## config.mk

```make
export PLATFORM = sky130hd
export DESIGN_NAME = tpg_gpio
export DESIGN_NICKNAME = d
export VERILOG_FILES = /design/src/rtl/tpg_change_detect.v /design/src/rtl/tpg_gpio.v
export VERILOG_INCLUDE_DIRS = /design/src /design/src/rtl
export SDC_FILE = /design/constraint.sdc
export NUM_CORES = 1
export LEC_CHECK = 0
export ABC_AREA = 0
export BUFFER_PORTS_ARGS = -buffer_cell sky130_fd_sc_hd__buf_2
export CAP_MARGIN = 40
export CORE_UTILIZATION = 45
export DETAILED_ROUTE_END_ITERATION = 12
export GPL_TIMING_DRIVEN = 0
export PLACE_DENSITY = 0.8
export SLEW_MARGIN = 20
export SYNTH_ARGS = -nofsm -noshare
export SYNTH_HDL_FRONTEND = slang
export SYNTH_SLANG_ARGS = --single-unit
```

## constraint.sdc

```tcl
create_clock -name clk -period 2.6 [get_ports clk]
set_clock_uncertainty 0.15 [all_clocks]
set_input_delay 0.52 -clock clk [delete_from_list [all_inputs] [get_ports clk]]
set_output_delay 0.52 -clock clk [all_outputs]
set_load 0.05 [all_outputs]
```

## src/rtl/tpg_map.vh

```
`ifndef TPG_MAP_VH
`define TPG_MAP_VH
// ==========================================================
// Widths
`define TPG_A_WIDTH        5
`define TPG_B_WIDTH        8
// ==========================================================
// Field positions
`define TPG_A_OPEN_DRAIN_BIT  4
`define TPG_B_UPPER_LSB       4
`define TPG_B_UPPER_MSB       7
`define TPG_PULLUP_CTRL_BIT   7
`define TPG_CHANGE_FLAG_BIT   0
// ==========================================================
// Reset values
`define TPG_A_DIR_RESET    5'h1F
`define TPG_A_LATCH_RESET  5'h00
`define TPG_B_DIR_RESET    8'hFF
`define TPG_B_LATCH_RESET  8'h00
`define TPG_PULLUP_N_RESET 1'h1
`endif

```

## src/rtl/tpg_change_detect.v

```verilog
`include "tpg_map.vh"
module tpg_change_detect (
    // Clock and reset
    input  wire       clk,
    input  wire       rst,
    // Upper pin state
    input  wire [3:0] upper_pins,
    input  wire [3:0] upper_dir,
    // Reference capture
    input  wire       capture,
    // Mismatch result
    output reg        mismatch_reg
);
    // ==========================================================
    // Reference and compare
    reg  [3:0] ref_reg;
    wire [3:0] diff;

    assign diff = (upper_pins ^ ref_reg) & upper_dir;

    always @(posedge clk) begin
        if (rst) begin
            ref_reg      <= 4'h0;
            mismatch_reg <= 1'b0;
        end else begin
            if (capture) begin
                ref_reg <= upper_pins;
            end
            // Capture cycle masks the compare
            mismatch_reg <= (|diff) & ~capture;
        end
    end
endmodule // tpg_change_detect

```

## src/rtl/tpg_gpio.v

```verilog
`include "tpg_map.vh"
module tpg_gpio (
    // Clock and reset
    input  wire       clk,
    input  wire       rst,
    input  wire       por,
    // Port A software side
    input  wire       port_a_data_wr,
    input  wire [4:0] port_a_data_wmask,
    input  wire [4:0] port_a_data_wdata,
    input  wire       port_a_data_rd,
    output reg  [4:0] port_a_data_rdata,
    input  wire       port_a_direction_wr,
    input  wire [4:0] port_a_direction_wdata,
    output reg  [4:0] port_a_direction,
    // Port B software side
    input  wire       port_b_data_wr,
    input  wire [7:0] port_b_data_wmask,
    input  wire [7:0] port_b_data_wdata,
    input  wire       port_b_data_rd,
    output reg  [7:0] port_b_data_rdata,
    input  wire       port_b_direction_wr,
    input  wire [7:0] port_b_direction_wdata,
    output reg  [7:0] port_b_direction,
    // Pull-up control and change flag
    input  wire       weak_pullup_wr,
    input  wire       weak_pullup_disable_n_wdata,
    output reg        weak_pullup_disable_n,
    input  wire       port_b_change_flag_clr,
    output reg        port_b_change_flag,
    input  wire       sleep_active,
    output reg        wake_request,
    // Port A pins
    input  wire [4:0] port_a_in,
    output reg  [4:0] port_a_out,
    output reg  [4:0] port_a_oe,
    output reg        timer_external_clock_in,
    // Port B pins
    input  wire [7:0] port_b_in,
    output reg  [7:0] port_b_out,
    output reg  [7:0] port_b_oe,
    output reg  [7:0] port_b_pullup_en
);
    // ==========================================================
    // Helpers
    function [7:0] rmw_merge;
        input [7:0] pins;
        input [7:0] mask;
        input [7:0] wdata;
        begin
            rmw_merge = (pins & ~mask) | (wdata & mask);
        end
    endfunction

    function [4:0] a_pad_out;
        input [4:0] latch;
        begin
            a_pad_out = latch & ~(5'h01 << `TPG_A_OPEN_DRAIN_BIT);
        end
    endfunction

    function [4:0] a_pad_oe;
        input [4:0] dir;
        input [4:0] latch;
        begin
            a_pad_oe = ~dir & ({5'h1F ^ (5'h01 << `TPG_A_OPEN_DRAIN_BIT)} | ~latch);
        end
    endfunction

    function pullup_pick;
        input wr;
        input wdata;
        input held;
        begin
            pullup_pick = wr ? wdata : held;
        end
    endfunction

    function [7:0] b_pullups;
        input       disable_n;
        input [7:0] dir;
        begin
            b_pullups = disable_n ? 8'h00 : dir;
        end
    endfunction

    // ==========================================================
    // State
    reg  [4:0] port_a_latch_reg;
    reg  [4:0] port_a_dir_reg;
    reg  [7:0] port_b_latch_reg;
    reg  [7:0] port_b_dir_reg;
    reg        pullup_n_reg;
    reg        flag_reg;
    wire       mismatch;
    wire [4:0] a_dir_next;
    wire [7:0] b_dir_next;
    wire [4:0] a_latch_next;
    wire [7:0] b_latch_next;
    wire       flag_next;
    wire [7:0] a_merge;

    // ==========================================================
    // Output next values
    wire       pullup_n_next;
    wire [4:0] a_out_next;
    wire [4:0] a_oe_next;
    wire [7:0] b_pullup_next;
    wire       wake_next;

    // ==========================================================
    // Next values
    assign a_merge = rmw_merge({3'h0, port_a_in}, {3'h0, port_a_data_wmask},
                               {3'h0, port_a_data_wdata});
    assign a_latch_next = port_a_data_wr ? a_merge[4:0]
                                         : port_a_latch_reg;
    assign b_latch_next = port_b_data_wr ?
        rmw_merge(port_b_in, port_b_data_wmask, port_b_data_wdata)
        : port_b_latch_reg;
    assign a_dir_next = port_a_direction_wr ? port_a_direction_wdata : port_a_dir_reg;
    assign b_dir_next = port_b_direction_wr ? port_b_direction_wdata : port_b_dir_reg;
    // Set wins over clear
    assign flag_next = mismatch | (flag_reg & ~port_b_change_flag_clr);
    assign pullup_n_next = pullup_pick(weak_pullup_wr, weak_pullup_disable_n_wdata,
                                       pullup_n_reg);
    // Bit 4 only pulls low
    assign a_out_next    = a_pad_out(a_latch_next);
    assign a_oe_next     = a_pad_oe(a_dir_next, a_latch_next);
    assign b_pullup_next = b_pullups(pullup_n_next, b_dir_next);
    assign wake_next     = flag_next & sleep_active;

    // ==========================================================
    // Change detector
    tpg_change_detect u_change (
        .clk          (clk),
        .rst          (rst),
        .upper_pins   (port_b_in[`TPG_B_UPPER_MSB:`TPG_B_UPPER_LSB]),
        .upper_dir    (port_b_dir_reg[`TPG_B_UPPER_MSB:`TPG_B_UPPER_LSB]),
        .capture      (port_b_data_rd | port_b_data_wr),
        .mismatch_reg (mismatch)
    );

    // ==========================================================
    // Port A output latch
    always @(posedge clk) begin
        if (rst) begin
            port_a_latch_reg <= `TPG_A_LATCH_RESET;
        end else begin
            port_a_latch_reg <= a_latch_next;
        end
    end

    // ==========================================================
    // Port A direction
    always @(posedge clk) begin
        if (rst) begin
            port_a_dir_reg <= `TPG_A_DIR_RESET;
        end else begin
            port_a_dir_reg <= a_dir_next;
        end
    end

    // ==========================================================
    // Port B output latch
    always @(posedge clk) begin
        if (rst) begin
            port_b_latch_reg <= `TPG_B_LATCH_RESET;
        end else begin
            port_b_latch_reg <= b_latch_next;
        end
    end

    // ==========================================================
    // Port B direction
    always @(posedge clk) begin
        if (rst) begin
            port_b_dir_reg <= `TPG_B_DIR_RESET;
        end else begin
            port_b_dir_reg <= b_dir_next;
        end
    end

    // ==========================================================
    // Pull-up control bit
    always @(posedge clk) begin
        if (rst) begin
            if (por) begin
                pullup_n_reg <= `TPG_PULLUP_N_RESET;
            end
        end else begin
            pullup_n_reg <= pullup_n_next;
        end
    end

    // ==========================================================
    // Change flag
    always @(posedge clk) begin
        if (rst) begin
            flag_reg <= 1'b0;
        end else begin
            flag_reg <= flag_next;
        end
    end

    // ==========================================================
    // Port A read data
    always @(posedge clk) begin
        if (rst) begin
            port_a_data_rdata <= 5'h00;
        end else if (port_a_data_rd) begin
            port_a_data_rdata <= port_a_in;
        end
    end

    // ==========================================================
    // Port B read data
    always @(posedge clk) begin
        if (rst) begin
            port_b_data_rdata <= 8'h00;
        end else if (port_b_data_rd) begin
            port_b_data_rdata <= port_b_in;
        end
    end

    // ==========================================================
    // Port A direction output
    always @(posedge clk) begin
        if (rst) begin
            port_a_direction <= `TPG_A_DIR_RESET;
        end else begin
            port_a_direction <= a_dir_next;
        end
    end

    // ==========================================================
    // Port B direction output
    always @(posedge clk) begin
        if (rst) begin
            port_b_direction <= `TPG_B_DIR_RESET;
        end else begin
            port_b_direction <= b_dir_next;
        end
    end

    // ==========================================================
    // Pull-up control output
    always @(posedge clk) begin
        if (rst) begin
            weak_pullup_disable_n <= `TPG_PULLUP_N_RESET;
        end else begin
            weak_pullup_disable_n <= pullup_n_next;
        end
    end

    // ==========================================================
    // Change flag output
    always @(posedge clk) begin
        if (rst) begin
            port_b_change_flag <= 1'b0;
        end else begin
            port_b_change_flag <= flag_next;
        end
    end

    // ==========================================================
    // Wake request
    always @(posedge clk) begin
        if (rst) begin
            wake_request <= 1'b0;
        end else begin
            wake_request <= wake_next;
        end
    end

    // ==========================================================
    // Port A pad drive
    always @(posedge clk) begin
        if (rst) begin
            port_a_out <= `TPG_A_LATCH_RESET;
        end else begin
            port_a_out <= a_out_next;
        end
    end

    // ==========================================================
    // Port A pad enable
    always @(posedge clk) begin
        if (rst) begin
            port_a_oe <= 5'h00;
        end else begin
            port_a_oe <= a_oe_next;
        end
    end

    // ==========================================================
    // Timer clock feed
    always @(posedge clk) begin
        if (rst) begin
            timer_external_clock_in <= 1'b0;
        end else begin
            timer_external_clock_in <= port_a_in[`TPG_A_OPEN_DRAIN_BIT];
        end
    end

    // ==========================================================
    // Port B pad drive
    always @(posedge clk) begin
        if (rst) begin
            port_b_out <= `TPG_B_LATCH_RESET;
        end else begin
            port_b_out <= b_latch_next;
        end
    end

    // ==========================================================
    // Port B pad enable
    always @(posedge clk) begin
        if (rst) begin
            port_b_oe <= 8'h00;
        end else begin
            port_b_oe <= ~b_dir_next;
        end
    end

    // ==========================================================
    // Port B pull-ups
    always @(posedge clk) begin
        if (rst) begin
            port_b_pullup_en <= 8'h00;
        end else begin
            port_b_pullup_en <= b_pullup_next;
        end
    end
endmodule // tpg_gpio

```

* Yosys cells after proc, flatten, opt, wreduce, memory -nomap -nowiden
Index checks and enable logic that the tools add are counted.
Word-level totals: register bits after elaboration 75, bits of input ports 65, word-level logic and storage cells 48
Cells by class: eq/ne operators 1, mux-type cells 6, bitwise operators 21, reductions and logical operators 2
Operators with widths (count):
- $and A8 B8 Y8 | 2
- $not A8 Y8 | 2
- $and A5 B5 Y5 | 3
- $not A5 Y5 | 3
- $mux W5 | 2
- $mux W8 | 1
- $or A8 B8 Y8 | 1
- $or A5 B5 Y5 | 1
- $and A4 B4 Y4 | 1
- $reduce_or A4 Y1 | 1
- $xor A4 B4 Y4 | 1
- $and A1 B1 Y1 | 3
- $mux W1 | 3
- $ne A2 B1 Y1 const B | 1
- $not A1 Y1 | 2
- $or A1 B1 Y1 | 2
- $reduce_or A2 Y1 | 1

* Longest topological paths before layout
Gate-level depths: netlist (run 1).
word-level depth 6, mapped depth 4

* Hierarchy
From an unflattened synthesis (run 1), not the netlist that was laid out.
Unflattened totals: cells, all modules 230, area, all modules 2511.2 sq um
Modules (own cells, without submodules):
- tpg_gpio | times used 1, cells an instance 209, area an instance 2288.4 sq um, sequential area each 1311.3 sq um
- tpg_change_detect | times used 1, cells an instance 21, area an instance 222.7 sq um, sequential area each 100.1 sq um

* Worst setup path before layout (run 1)
No wires, ideal clock.
path kind flip-flop to flip-flop, start point register port_b_direction[6] (netlist name), end point register u_change.mismatch_reg, library setup time 0.103 ns, data arrival time 1.155 ns, required time 2.347 ns, path slack 1.192 ns, stages on the path, launching flop included 3, clock period less this slack 1.408 ns, cells stage by stage dfxtp_1 > a22oi_1 > a2111oi_2
RTL lines:
- end signal: assignment | line tpg_change_detect.v:30 | mismatch_reg <= (|diff) & ~capture;
- end: declaration | line tpg_change_detect.v:12 | output reg mismatch_reg

==> results of run 1 <==
cell type report:
class	instances	share of cell area, %
repair buffers	123	18.20
multi-input cells	129	25.64
clock inverters	6	3.441
flip-flops and latches	70	41.73
plain buffers	18	2.886
well taps	70	2.590
clock buffers	10	4.070
inverters	13	1.443
synthesized netlist by cell type:
master      n
a2111oi_2   1
a211o_1     3
a211oi_1   15
a21oi_1     6
a22oi_1     2
and2_1      1
buf_1       1
buf_2       9
buf_4       5
clkbuf_1    3
conb_1      1
dfxtp_1    69
edfxtp_1    1
inv_1      13
mux2i_1    34
nand2_1     4
nand2b_1    9
nor2_1     36
nor2b_1     9
o21ai_0     4
xor2_1      4
per-stage QoR:
stage | instances | instance area (sq um) | setup WS (ns)
4_1_cts | 439 | 3382 | 0.9041
6_report | 439 | 3382 | 0.9234
2_1_floorplan | 230 | 2425 | 1.192
5_1_grt | 439 | 3382 | 0.8856
3_5_place_dp | 423 | 3128 | 0.8561
3_3_place_gp | 423 | 3128 | 0.9026
per-layer routing:
| metal | vias to the layer above | share of wire, % |
|---|---|---|
| li1 | 1025 | - |
| met1 | 909 | 44 |
| met2 | 66 | 50 |
| met3 | 3 | 5.5 |
| met4 | 0 | 0.40 |
| met5 | - | 0 |
cell families (layout without fill, tap and decap cells):
kind of cell	after synthesis	in the layout	synth area share [%]
multiplexers	34	34	14.04
XOR/XNOR	4	4	1.445
flip-flops	70	70	58.20
AND/OR/NAND/NOR	59	59	11.09
buffers and inverters	31	170	6.037
AO/OA/AOI/OAI	31	31	9.030
other	1	1	0.1547
worst paths after layout:
path,cells past startpoint,from,endpoint
max,2,flip-flop,port_a_out[1]
min,2,port_a_direction_wdata[2],port_a_oe[2]
max reg2reg,3,pullup_n_reg,pullup_n_reg
min reg2reg,2,u_change.mismatch_reg,port_b_change_flag
worst max-delay path: stages (launching register included):
cell	delay [ns]
dfxtp_1	0.34
buf_4	0.10
buf_2	0.25
power by group through the flow:
stage          sequential (mW)  combinational, mW  clock, mW
2_1_floorplan             1.40              0.146          0
3_3_place_gp              1.19              0.484          0
3_5_place_dp              1.19              0.491          0
4_1_cts                   1.17              0.492       1.11
5_1_grt                   1.18              0.520       1.15
6_report                  1.17              0.487       1.08
==> summary.md, run 1 <==
| Metric | Value |
|---|---|
| Outcome | `finished, final reports clean` |
| Clock-pin slew on the worst setup and hold paths | `0.08 ns` |
| Post-Syn Area | `2425 sq um` |
| Synth Instances | `230` |
| Post-DP HPWL | `3958 microns` |
| Port bufs | `123` |
| Final net count | `429` |
| GRT busiest layer | `met2` |
| Core area | `5140 sq um` |
| Vias | `2003` |
| Post-synthesis area per instance | `10.54 sq um` |
| M1 GR Usage | `23.13%` |
| FF+latch area | `1411 sq um` |
| Drc violations | `0` |
| Net Sw Power | `0.7784 mW` |
| CTS resizes | `0` |
| Hold slack | `0.2398 ns` |
| Hold Fails Final Rpt | `0` |
| Most common cell after layout, fill and taps aside | `buf_2` |
| Yosys reg bits | `70` |
| Endpoints failing setup | `0` |
| CTS tree | `done` |
| Die Width | `75.41 microns` |
| Synth top area share | `56.97%` |
| Antenna-violating nets left | `0` |
| Synth warn | `0` |
| GR met3 Demand/Resource | `4.762%` |
| Required @ worst endpoint | `1.93 ns` |
| H-tree depth | `3` |
| DRT iter0 DRCs | `78` |
| Worst-Skew Late Latency | `0.32 ns` |
| I/O pin total | `129` |
| Area grow syn2layout | `39.47%` |
| Drt first pass iters | `4` |
| Vias in the first global route | `1808` |
| Post-layout util | `65.80%` |
| FMAX | `596.4 MHz` |
| Static Leak | `1.763 nW` |
| CTS Buffer Depth | `2` |
| Crit start category | `flip-flop` |
| Max Cap Viol | `0` |
| Min-Delay Path Class | `primary input to flip-flop` |
| Drt total wl | `5228 microns` |
| Sink Count | `70` |
| Minimum clock period | `1.677 ns` |
| Fillcell total | `453` |
| Avg WL per Cell | `11.91 microns` |
| Die Y | `75.41 microns` |
| GRT Total Usage | `18.71%` |
| Nets in the synthesized netlist | `295` |
| Gate power share | `17.8%` |
| Seq/Total Area, Yosys | `58.20%` |
| Area leader, netlist | `dfxtp_1` |
| Most frequent cells in the layout | `buf_2, dfxtp_1, nor2_1` |
| Cell internal pwr | `1.959 mW` |
| Initial antenna violation count | `0` |
| Pwr Density | `809.5 nW/um^2` |
| CP Max Fanout | `2` |
| First-pass GRT wire length | `7983 microns` |
| Num CTS Buffers | `9` |
| Max-slew violation count | `0` |
| Clk pwr share | `39.5%` |
| Data arrival, critical path | `1.01 ns` |
| Routability cong. | `0.7412` |
| Peak VDD IR | `0.5649 mV` |
| GR Overflow Total | `0` |
| Flop-to-flop setup slack | `1.22 ns` |
| Register share of total power | `42.7%` |
| Drt via density | `4.563` |
| Num rows | `26` |
| Post-CTS setup buffer count | `0` |
| Sw frac | `28.43%` |
| ANT cells | `0` |
| Die Area | `5686 sq um` |
| Critical path capture point type | `primary output` |
| Power Total | `2.738 mW` |
| Fin crit share | `64.48%` |
| Share of cells above drive strength 1 | `41.73%` |
| Synth unique cells | `21` |
| Post-CTS Hold Buffers | `0` |
| Clk root buf | `clkbuf_8` |
| Area of the multi-input gates | `867.1 sq um` |
| Largest net degree at the start of global routing | `14` |
| Total negative slack | `0 ns` |
| Crit Path Category | `flip-flop to primary output` |
| Starting Density | `47.18%` |
| RSZ-0062 raised after global routing | `no` |
| Met2 Use GR | `32.14%` |
| Largest cells by area after synthesis | `dfxtp_1, mux2i_1, nor2_1` |
No activity file was read; power rests on OpenSTA's default activity.
==> inputs of run 2 (changes only) <==
--- a/config.mk
+++ b/config.mk
@@ -6,13 +6,13 @@
 export SDC_FILE = /design/constraint.sdc
 export NUM_CORES = 1
 export LEC_CHECK = 0
-export ABC_AREA = 0
+export ABC_AREA = 1
 export BUFFER_PORTS_ARGS = -buffer_cell sky130_fd_sc_hd__buf_2
 export CAP_MARGIN = 40
 export CORE_UTILIZATION = 45
 export DETAILED_ROUTE_END_ITERATION = 12
 export GPL_TIMING_DRIVEN = 0
-export PLACE_DENSITY = 0.8
+export PLACE_DENSITY = 0.79
 export SLEW_MARGIN = 20
 export SYNTH_ARGS = -nofsm -noshare
 export SYNTH_HDL_FRONTEND = slang
==> constraint.sdc (replaced) <==
create_clock -name clk -period 1.6 [get_ports clk]
set_clock_uncertainty 0.15 [all_clocks]
set_input_delay 0.32 -clock clk [delete_from_list [all_inputs] [get_ports clk]]
set_output_delay 0.32 -clock clk [all_outputs]
set_load 0.05 [all_outputs]
==> summary.md, run 2 <==
| Metric | Value |
|---|---|
| Required @ worst endpoint | `1.13 ns` |
| Nets in the synthesized netlist | `379` |
| Share of cells above drive strength 1 | `36.12%` |
| CTS tree | `done` |
| Hold slack | `0.06415 ns` |
| Synth Flop Type | `dfxtp_1` |
| Post-DP HPWL | `4419 microns` |
| Max-slew violation count | `0` |
| Largest cells by area after synthesis | `dfxtp_1, nand2_1, inv_1` |
| Port bufs | `124` |
| Synth Instances | `314` |
| Post-layout util | `64.96%` |
| Final WS setup | `0.09721 ns` |
| Yosys reg bits | `70` |
| Min-Delay Path Class | `primary input to flip-flop` |
| Pwr Density | `1182 nW/um^2` |
| Synth top area share | `54.55%` |
| Num rows | `26` |
| CTS Buffer Depth | `2` |
| CTS resizes | `0` |
| Post-synth ARST share | `0%` |
| Drt first pass iters | `5` |
| Largest net degree at the start of global routing | `14` |
| Most frequent cells in the layout | `buf_2, nand2_1, dfxtp_1` |
| GR Overflow Total | `0` |
| Most common cell after layout, fill and taps aside | `buf_2` |
| Clock-pin slew on the worst setup and hold paths | `0.07 ns` |
| Commonest cells post-synth | `nand2_1, dfxtp_1, inv_1` |
| Peak VDD IR | `0.8248 mV` |
| First-pass GRT wire length | `9777 microns` |
| ANT cells | `0` |
| RSZ-0062 raised after global routing | `no` |
| Drt via density | `4.540` |
| GRT Total Usage | `20.98%` |
| Die Y | `77.02 microns` |
| Sink Count | `70` |
| Die Area | `5931 sq um` |
| Post-synth EDFFs | `1` |
| Critical path capture point type | `primary output` |
| Antenna-violating nets left | `0` |
| I/O pin total | `129` |
| FMAX | `665.4 MHz` |
| H-tree depth | `3` |
| Final net count | `514` |
| Vias | `2379` |
| Num CTS Buffers | `9` |
| Starting Density | `48.05%` |
| Crit Path Category | `flip-flop to primary output` |
| Worst-Skew Late Latency | `0.34 ns` |
| Endpoints failing setup | `0` |
| Synth warn | `0` |
| Routability cong. | `0.7530` |
| Fin crit share | `93.92%` |
| Drc violations | `0` |
| Synth unique cells | `20` |
| Post-CTS Hold Buffers | `0` |
| Area grow syn2layout | `35.18%` |
| Minimum clock period | `1.503 ns` |
| Post-Syn Area | `2532 sq um` |
| Hold Fails Final Rpt | `0` |
| Crit start category | `flip-flop` |
| CP Max Fanout | `2` |
| Static Leak | `1.928 nW` |
| Die Width | `77.02 microns` |
| Core area | `5270 sq um` |
| Total negative slack | `0 ns` |
| Seq/Total Area, Yosys | `55.73%` |
| Max Cap Viol | `0` |
| DRT iter0 DRCs | `103` |
| Post-synthesis area per instance | `8.065 sq um` |
| Area leader, netlist | `dfxtp_1` |
| Vias in the first global route | `2257` |
| Avg WL per Cell | `11.09 microns` |
| Outcome | `finished, final reports clean` |
| Post-CTS setup buffer count | `0` |
| Clk root buf | `clkbuf_8` |
| Worst slack, placed | `0.3490 ns` |
| Most frequent cell after synthesis | `nand2_1` |
| Drt total wl | `5813 microns` |
| Data arrival, critical path | `1.03 ns` |
| Initial antenna violation count | `0` |
==> run 2: final timing paths <==
kind | slack, ns | start | end | depth (start not counted)
setup reg to reg | 0.44 | pullup_n_reg | pullup_n_reg | 2
hold reg to reg | 0.32 | u_change.mismatch_reg | port_b_change_flag | 2
setup / recovery | 0.1 | flip-flop | port_a_out[1] | 2
hold / removal | 0.06 | port_a_direction_wdata[3] | port_a_direction[3] | 3
==> run 2: kinds of logic (layout without fill, tap and decap cells) <==
group / Yosys count / after routing / share of synthesized area [%]
buffers and inverters: 67 / 207 / 12.10
other: 1 / 1 / 0.1481
AO/OA/AOI/OAI: 50 / 50 / 11.22
AND/OR/NAND/NOR: 126 / 126 / 20.80
flip-flops: 70 / 70 / 55.73
==> run 2: final cells by class <==
| cell class | instances | area (sq um) |
|---|---|---|
| Multi-Input combinational cell | 177 | 814.5 |
| Timing Repair Buffer | 124 | 620.6 |
| Clock buffer | 10 | 137.6 |
| Inverter | 53 | 198.9 |
| Tap cell | 70 | 87.58 |
| Buffer | 14 | 107.6 |
| Sequential cell | 70 | 1411 |
| Fill cell | 484 | 1847 |
| Clock inverter | 6 | 45.04 |
==> run 2: per-layer routing <==
layer  track usage, %  routed length (microns)  part of all wire [%]  vias up
met5                0                        0                     0        -
met4            6.415                       29                  0.50        0
met3            8.333                      404                   6.9        4
met2            36.88                     2838                    49       82
met1            23.12                     2541                    44     1049
li1                 -                        -                     -     1244
==> run 2: worst max-delay path: stages, from the launching register on <==
cell and delay (ns):
dfxtp_1 0.34, buf_4 0.10, buf_2 0.25
==> run 2: power breakdown <==
group | switching [mW] | leakage [nW] | internal [mW] | total (mW)
logic | 0.614 | 1.25 | 0.230 | 0.844
clock network | 0.676 | 0.0932 | 0.613 | 1.29
registers | 0.0482 | 0.582 | 1.87 | 1.91
total | 1.34 | 1.93 | 2.71 | 4.05
==> run 2: stage by stage <==
| step | total power, mW | cell area, sq um | cells |
|---|---|---|---|
| floorplan | 2.552 | 2532 | 314 |
| global placement | 2.784 | 3241 | 508 |
| detailed placement | 2.801 | 3241 | 508 |
| CTS | 4.100 | 3423 | 524 |
| global route | 4.251 | 3423 | 524 |
| finish | 4.046 | 3423 | 524 |
